===== src/hdl/shutdown_pkg.sv =====
// Package of constants and carriers for the shutdown and de-ghost controller
package shutdown_pkg;

    // ****************************************************************
    // Widths and reset values
    // ****************************************************************
    localparam int unsigned ROWS      = 4;            // Row switch outputs
    localparam int unsigned COLS      = 18;           // Column sink outputs
    localparam int unsigned PULL_W    = 4;            // Width of one pull selection field
    localparam logic [7:0]  PULL_RST  = 8'h00;        // Pull selection after reset: off
    localparam logic [7:0]  PULL_OFF  = 8'h00;        // Value that disables both pulls
    localparam logic [7:0]  CFG_RST   = 8'h00;        // Configuration after reset
    localparam int unsigned CFG_SSD_POS = 0;          // Soft shutdown bit, low means shut down
    localparam int unsigned ROW_FLD_POS = 4;          // Row pull-down field position
    localparam int unsigned COL_FLD_POS = 0;          // Column pull-up field position

    // ****************************************************************
    // Carriers
    // ****************************************************************
    // Matrix drive request from the scan logic
    typedef struct packed {
        logic [ROWS-1:0] row_on;                      // Row switch driving
        logic [COLS-1:0] col_on;                      // Column sink driving
    } drive_s;

    // Drive and de-ghost pull state presented to the pads
    typedef struct packed {
        logic [ROWS-1:0]   row_switch_out;            // Row switch enable
        logic [COLS-1:0]   column_sink_out;           // Column sink enable
        logic [ROWS-1:0]   row_pull_en;               // Row pull-down connected
        logic [COLS-1:0]   col_pull_en;               // Column pull-up connected
        logic [PULL_W-1:0] row_pull_sel;              // Row pull-down value
        logic [PULL_W-1:0] col_pull_sel;              // Column pull-up value
    } pad_s;

    // Register write port from the serial interface
    typedef struct packed {
        logic       cfg_we;                           // Write configuration register
        logic       pull_we;                          // Write pull selection register
        logic [7:0] wdata;                            // Write data
    } regwr_s;

endpackage


===== src/hdl/shutdown_edge_sync.sv =====
// Two-stage synchroniser for the shutdown pin with rising edge detect
`timescale 1ns/100ps
module shutdown_edge_sync (
    input  wire logic core_clk,
    input  wire logic rst,
    input  wire logic pin_n,
    output logic      level,
    output logic      rise
);

    // ****************************************************************
    // Synchroniser
    // ****************************************************************
    logic meta_q;                                     // First stage, read by sync_q only
    logic sync_q;                                     // Second stage, safe to use
    logic prev_q;                                     // Last safe value for edge detect

    // Reset to the pin's idle high level, so leaving reset is never taken
    // for a rising edge; a pin already low shows up two edges after release
    always_ff @(posedge core_clk or posedge rst) begin
        if (rst) begin
            meta_q <= 1'b1;
            sync_q <= 1'b1;
            prev_q <= 1'b1;
        end else begin
            meta_q <= pin_n;
            sync_q <= meta_q;
            prev_q <= sync_q;
        end
    end

    assign level = sync_q;
    assign rise  = sync_q & ~prev_q;

endmodule


===== src/hdl/deghost_shutdown_ctrl.sv =====
// Shutdown and de-ghost controller of the LED matrix driver
`timescale 1ns/100ps
// Overview of operation
// - Pulls connect only to outputs that are off
// - Pull values come from pull selection register
// - Zero pull selection disables both pull sets
// - Shutdown pin rising edge resets serial logic
// - Registers keep contents through any shutdown
// - Cleared soft shutdown bit blanks all sinks
// - Register access allowed in software shutdown
// - Low shutdown pin disables all matrix drive
// - High shutdown pin resumes normal operation
// - Registers stay accessible in hardware shutdown
module deghost_shutdown_ctrl (
    input  wire logic                   core_clk,
    input  wire logic                   rst,
    input  wire logic                   shutdown_pin_n,
    input  shutdown_pkg::drive_s        drive_req,
    input  shutdown_pkg::regwr_s        reg_wr,
    output logic [7:0]                  cfg_rd,
    output logic [7:0]                  pull_rd,
    output logic                        serial_reset,
    output logic                        hw_shutdown,
    output logic                        sw_shutdown,
    output shutdown_pkg::pad_s          pads
);

    // ****************************************************************
    // Shutdown pin conditioning
    // ****************************************************************
    logic pin_level;                                  // Synchronised pin level
    logic pin_rise;                                   // One-cycle rising edge

    shutdown_edge_sync u_sync (
        .core_clk (core_clk),
        .rst      (rst),
        .pin_n    (shutdown_pin_n),
        .level    (pin_level),
        .rise     (pin_rise)
    );

    // ****************************************************************
    // Registers
    // ****************************************************************
    logic [7:0] cfg_q;                                // Configuration register
    logic [7:0] cfg_d;
    logic [7:0] pull_q;                               // Pull selection register
    logic [7:0] pull_d;

    // Writes are taken whatever the shutdown state; nothing else alters them
    assign cfg_d  = reg_wr.cfg_we  ? reg_wr.wdata : cfg_q;
    assign pull_d = reg_wr.pull_we ? reg_wr.wdata : pull_q;

    // Only reset clears the registers; shutdown never touches them
    always_ff @(posedge core_clk or posedge rst) begin
        if (rst) begin
            cfg_q  <= shutdown_pkg::CFG_RST;
            pull_q <= shutdown_pkg::PULL_RST;
        end else begin
            cfg_q  <= cfg_d;
            pull_q <= pull_d;
        end
    end

    assign cfg_rd  = cfg_q;
    assign pull_rd = pull_q;

    // ****************************************************************
    // Shutdown decode
    // ****************************************************************
    logic sw_sd;                                      // Software shutdown active
    logic hw_sd;                                      // Hardware shutdown active
    logic drive_ok;                                   // Matrix may be driven
    logic pull_ok;                                    // Pulls may be connected

    assign sw_sd    = ~cfg_q[shutdown_pkg::CFG_SSD_POS];
    assign hw_sd    = ~pin_level;
    assign drive_ok = ~sw_sd & ~hw_sd;
    // Analog off in hardware shutdown, so pulls also off there
    assign pull_ok  = ~hw_sd & (pull_q != shutdown_pkg::PULL_OFF);

    // ****************************************************************
    // Pad outputs
    // ****************************************************************
    shutdown_pkg::pad_s pads_d;                       // Next pad state
    shutdown_pkg::pad_s pads_q;                       // Registered pad state
    logic               serial_reset_q;               // Serial logic reset pulse
    logic               hw_q;
    logic               sw_q;

    always_comb begin
        pads_d.row_switch_out  = drive_ok ? drive_req.row_on : '0;
        pads_d.column_sink_out = drive_ok ? drive_req.col_on : '0;
        // Pull only where the output is not driving
        pads_d.row_pull_en = pull_ok ? ~pads_d.row_switch_out : '0;
        pads_d.col_pull_en = pull_ok ? ~pads_d.column_sink_out : '0;
        pads_d.row_pull_sel =
            pull_q[shutdown_pkg::ROW_FLD_POS +: shutdown_pkg::PULL_W];
        pads_d.col_pull_sel =
            pull_q[shutdown_pkg::COL_FLD_POS +: shutdown_pkg::PULL_W];
    end

    // One register stage so pad data comes from flip-flops
    always_ff @(posedge core_clk or posedge rst) begin
        if (rst) begin
            pads_q         <= '0;
            serial_reset_q <= 1'b0;
            hw_q           <= 1'b1;
            sw_q           <= 1'b1;
        end else begin
            pads_q         <= pads_d;
            serial_reset_q <= pin_rise;
            hw_q           <= hw_sd;
            sw_q           <= sw_sd;
        end
    end

    assign pads         = pads_q;
    assign serial_reset = serial_reset_q;
    assign hw_shutdown  = hw_q;
    assign sw_shutdown  = sw_q;
endmodule


===== config.mk =====
export PLATFORM = sky130hd
export DESIGN_NAME = deghost_shutdown_ctrl
export DESIGN_NICKNAME = d
export VERILOG_FILES = /design/src/hdl/shutdown_pkg.sv /design/src/hdl/shutdown_edge_sync.sv /design/src/hdl/deghost_shutdown_ctrl.sv
export SDC_FILE = /design/constraint.sdc
export NUM_CORES = 1
export LEC_CHECK = 0
export BUFFER_PORTS_ARGS = -buffer_cell sky130_fd_sc_hd__buf_2
export CAP_MARGIN = 20
export CORE_UTILIZATION = 40
export DETAILED_ROUTE_END_ITERATION = 12
export GPL_TIMING_DRIVEN = 0
export HOLD_SLACK_MARGIN = 0.02
export MAX_ROUTING_LAYER = met4
export PLACE_DENSITY = 0.78
export SLEW_MARGIN = 20
export SYNTH_ARGS = -nofsm -noshare
export SYNTH_HDL_FRONTEND = slang
export SYNTH_SLANG_ARGS = --single-unit

===== constraint.sdc =====
create_clock -name core_clk -period 4.35 [get_ports core_clk]
set_input_delay 0.435 -clock core_clk [delete_from_list [all_inputs] [get_ports core_clk]]
set_output_delay 0.435 -clock core_clk [all_outputs]
set_load 0.02 [all_outputs]

==> run metrics, run 1 <==
result of the run=completed; post-route ant nets=0; share of cells above drive strength 1=~57%; Design Power=1.52 mW; leak pwr=between 1.5 and 2 nW; Mapped Cells=164; Final Cycle Share=34.8%; die area=just under 7000 um2; Crit. End Element=output pin; min Tclk post-route=roughly 1.5 ns; Boundary Pins=~110; diode count=0; reg2reg setup slack=3.00 ns; Yosys top cell area share=approximately 66%; fillcell total=approximately 580; Longest Clk Path Bufs=2; first-pass GRT wire length=8.36 mm; final setup margin=between 2 and 3 ns; final core occ=54.4%; number of global-route vias before repair=~1700; DRC=0; PortBufs=a little over 100; initial antenna violation count=0; CTS buffer count=9; dpl cells=approximately 350; drt first pass iters=4; reg2reg start=u_sync.level; via/cell ratio=4.89; clock sink count=between 70 and 80; routed wire length=5.64 mm; total of max-cap violations=0; vias=between 1500 and 2000; slew margin rel.=65.0%; crit path kind=register to output pin; Root Buffer=clkbuf_8; CTS H-Tree Depth=3; Final Skew=0.00706 ns; Worst-Margin Slew=approximately 0.52 ns; Reg2Reg Depth=3; core area=about 6300 um2; WP data required=between 3 and 4 ns; Synth Area per Inst=about 16 um2; Setup TNS Final=0 ns; Final GP Congestion=around 0.67; Layout Cells excl Fill=roughly 360; Synth warnings=0; worst min path class=input port to asynchronous set/reset pin; ranking of synthesized cells by area=dfrtp_1, mux2_2, a221oi_1, and3_1, dfstp_2; average wire per standard cell=15.6 um; Worst Path Max Fanout=4; post_cts resized=0; DPL Wire Length=between 3 and 4 mm; largest area contributor in the netlist=dfrtp_1; slowest stage delay, CP=around 0.44 ns; pin count of the biggest net entering global routing=39; Layout area overhead=32.0%; cell family with most CP delay=flip-flops; Area after DPL=around 3200 um2; max frequency=between 600 and 700 MHz; Multi-input gate area=a little under 600 um2; sequential fraction of the synthesis area=between 70% and 80%; postcts setup bufs=0; Hold WS=0.115 ns; total gr overflow=0; CP startpoint kind=register; Setup WS pre-CTS=2.99 ns; Die Ht=roughly 83 um; Final Cell Area=roughly 3400 um2; power per cell area=443 nW/um2; cts hold-fix bufs=0; Clock Pin Slew Worst Setup and Hold Paths=around 0.070 ns; r2r endpoint=pads[14]; RSZ-0062 raised after global routing=no; #FFs+latches synth=74; WP buf/inv=2; count of pins over their slew limit=0; final setup vio count=0; Clock Latency Late Sink=~0.33 ns; worst path cell trace=buf_4, buf_2; Starting DRT DRC Count=80; Reg area=around 1900 um2; Slowest-stage cell, CP=dfrtp_1; global-route usage over all layers=roughly 17%; Mapped Area=2600 um2; # nets final=314; Hold Vio Cnt, Final=0; arrival time at the worst endpoint=1.08 ns; initial core utilization=a little over 40%; Worst VDD drop=224 uV; Mapped Nets=between 150 and 200; CTS tree=done; Placement Rows=29; Die Wd=a little over 80 um; Synth cell types=15
==> placed cells by master, fill, tap and decap left out <==
cell type  netlist  routed
a221oi_1        18      18
a221oi_2         4       4
and3_1          22      22
buf_12           0       1
buf_2            6     109
buf_4            8       8
buf_6            4       4
bufinv_16        0       1
clkbuf_1         5       8
clkbuf_8         0      11
clkinv_2         0       1
dfrtp_1         69      69
dfstp_2          5       5
inv_1            3       2
inv_4            0       1
mux2_2          15      15
nand2_1          1       1
nor2_1           1       1
nor4_4           2       2
o21ai_0          1       1
==> Yosys cell counts (all sizes together) <==
cell / number
a221oi: 22
and3: 22
buf: 18
clkbuf: 5
dfrtp: 69
dfstp: 5
inv: 3
mux2: 15
nand2: 1
nor2: 1
nor4: 2
o21ai: 1
==> worst max path at each step <==
stage	depth (start not counted)	slack (ns)	endpoint	start
global placement	2	1.33	pads[32]	rst
global route	2	2.79	pull_rd[6]	pull_rd[6]
finish	2	2.84	pull_rd[6]	pull_rd[6]
floorplan	1	2.04	cfg_rd[0]	rst
detailed placement	3	2.99	pads[28]	u_sync.level
CTS	2	2.82	pull_rd[6]	pull_rd[6]
==> logic make-up (layout without fill, tap and decap cells) <==
logic type,Yosys count,after routing,share of synthesized area (%)
and+or+nand+nor,26,26,7.21
buffers and inverters,26,146,6.35
muxes,15,15,6.49
DFF,74,74,71.4
AOI/OAI and AO/OA,23,23,8.56
==> registers in the layout, indices dropped and copies added (netlist names) <==
name / flops
u_sync.level: 1
sw_shutdown: 1
serial_reset: 1
u_sync.prev_q: 1
hw_shutdown: 1
cfg_rd: 8
pull_rd: 8
pads: 52
u_sync.meta_q: 1
==> cell type report <==
type / count / share of cell area [%]
Inverter: 3 / 0.401
Multi-Input combinational cell: 64 / 16.9
Sequential cell: 74 / 54.1
Clock buffer: 14 / 4.74
Tap cell: 77 / 2.81
Timing Repair Buffer: 104 / 15.6
Buffer: 23 / 4.48
Clock inverter: 2 / 1.02
==> metal layers <==
layer  up-vias  GRT usage, %  wire, um
met5         -             -         0
met4         0          8.28        76
met3         8          4.95       435
met2        66          26.3      2720
met1       878          21.8      2410
li1        814             -         -
==> report_power, final <==
part / internal [mW] / switching, mW / total, mW
clock: 0.297 / 0.231 / 0.527
combinational: 0.0896 / 0.143 / 0.232
sequential: 0.739 / 0.0243 / 0.764
total: 1.13 / 0.398 / 1.52
No activity file was read; power rests on OpenSTA's default activity.
==> inputs of run 2 (changes only) <==
- clock period: 4.35 -> 1.4 ns (I/O delays scaled with it)
==> run 2 against run 1 <==
Compared with the run above: register-to-register slack got worse by 2.9 ns; first-iteration DRC count up 15%; non-clock buffer count rose by 25; largest cell class unchanged.
==> run metrics, run 2 (same netlist as run 1, synthesis figures left out) <==
Sequential Power Share=a little under half; Worst Path Max Fanout=10; DRC=0; Final Skew=roughly 0.0067 ns; min Tclk post-route=between 1 and 1.5 ns; Final Cell Area=between 3000 and 4000 um2; die area=around 6800 um2; Final Cycle Share=just over 90%; hold path startpoint=reg_wr[3]; CP startpoint kind=register; commonest non-fill, non-tap cell in the layout=buf_2; leak pwr=slightly below 2 nW; Layout Cells excl Fill=386; RSZ-0062 raised after global routing=no; result of the run=completed; Sw Ratio=about a quarter; clock sink count=74; max frequency=768 MHz; Hold Crit Depth=2; CTS H-Tree Depth=3; Clock Pin Slew Worst Setup and Hold Paths=approximately 0.070 ns; clock share of power=a little under two fifths; total of max-cap violations=0; Die Wd=~83 um; global-route usage over all layers=a little under a fifth; via/cell ratio=~4.9; DPL Wire Length=about 4.0 mm; routed wire length=~6 mm; drt first pass iters=4; post-route ant nets=0; average wire per standard cell=between 15 and 20 um; Area after DPL=approximately 3300 um2; count of pins over their slew limit=0; pin count of the biggest net entering global routing=32; slew margin rel.=between 70% and 80%; total gr overflow=0; diode count=0; max reg flops=between 50 and 60; Psw=roughly 1.3 mW; Clock Latency Late Sink=0.34 ns; WP data required=around 1.6 ns; P_int=around 3.8 mW; Worst VDD drop=a little under 1000 uV; Worst-Margin Slew=about 0.38 ns; dpl cells=346; initial core utilization=41.2%; core area=approximately 6300 um2; arrival time at the worst endpoint=~1.5 ns; Placement Rows=29; Hold Vio Cnt, Final=0; PortBufs=103; vias=1882; reg2reg start=pull_rd[1]; Hold WS=around 0.043 ns; Final GP Congestion=0.685; Combinational Power Share=15.6%; share of cells above drive strength 1=54.0%; power per cell area=between 1000 and 1500 nW/um2; number of global-route vias before repair=between 1500 and 2000; worst min path class=input port to register; CTS tree=done; CTS buffer count=9; initial antenna violation count=0; reg2reg setup slack=about 0.098 ns; Die Ht=about 83 um; r2r endpoint=pads[11]; most frequent cells in the layout=buf_2, dfrtp_1, dlygate4sd3_1; Longest Clk Path Bufs=2; # nets final=~340; Hold EP=cfg_rd[3]; Starting DRT DRC Count=between 90 and 100; Reg2Reg Depth=3; Boundary Pins=~110; final setup vio count=0; Root Buffer=clkbuf_8; crit path kind=register to register; first-pass GRT wire length=9.13 mm; Layout area overhead=43.7%; Crit. End Element=register
[run 2: power by group through the flow]
stage                     Clock [mW]  Combinational [mW]  Sequential, mW
after CTS                       1.97               0.794            2.37
after floorplan                    0               0.286            2.58
final                           1.92               0.793            2.37
after global routing            2.05               0.856            2.39
after detailed placement           0               0.740            2.41
after global placement             0               0.715            2.41
[run 2: critical path, cell delays in order, from the launching register on]
cell and delay, ns:
dfrtp_1 0.44, nor4_4 0.43, buf_6 0.21, a221oi_1 0.09
[run 2: worst max-delay path by stage]
stage                      start        to  slack (ns)  cells past startpoint
CTS                 u_sync.level  pads[14]        0.07                      3
global route        u_sync.level  pads[13]       0.009                      3
detailed placement  u_sync.level  pads[14]       0.004                      3
finish                pull_rd[1]  pads[11]         0.1                      3
global placement             rst  pads[35]       -0.03                      2
floorplan             pull_rd[1]  pads[17]        0.24                      3
[run 2: stage by stage]
stage / setup TNS, ns / setup WS, ns / total power, mW / utilization, %
finish: 0 / 0.0982 / 5.09 / 59.2
global route: 0 / 0.00939 / 5.29 / 59.2
CTS: 0 / 0.0736 / 5.14 / 59.1
detailed placement: 0 / 0.00436 / 3.15 / 51.6
global placement: -1.77 / -0.0289 / 3.12 / 51.0
floorplan: 0 / 0.239 / 2.86 / -
[run 2: layout make-up]
class	instances	area (um2)
well taps	77	96.3
inverters	3	15.0
flip-flops and latches	74	1860
fillers	523	2570
multi-input cells	64	586
clock inverters	6	105
repair buffers	129	796
clock buffers	10	128
plain buffers	23	155
[run 2: metal layers]
metal | track usage [%] | routed length [um] | vias to the layer above
li1 | - | - | 863
met1 | 23.6 | 2540 | 913
met2 | 29.8 | 3000 | 92
met3 | 3.96 | 343 | 14
met4 | 10.0 | 141 | 0
met5 | - | 0 | -
[run 2: what timing repair did]
item	CTS	global route
gates cloned	0	0
hold buffers	24	0
hold endpoints to repair	36	0
resized for setup	1	2
buffers inserted	0	0
setup endpoints to repair	2	4
pin swaps	0	0
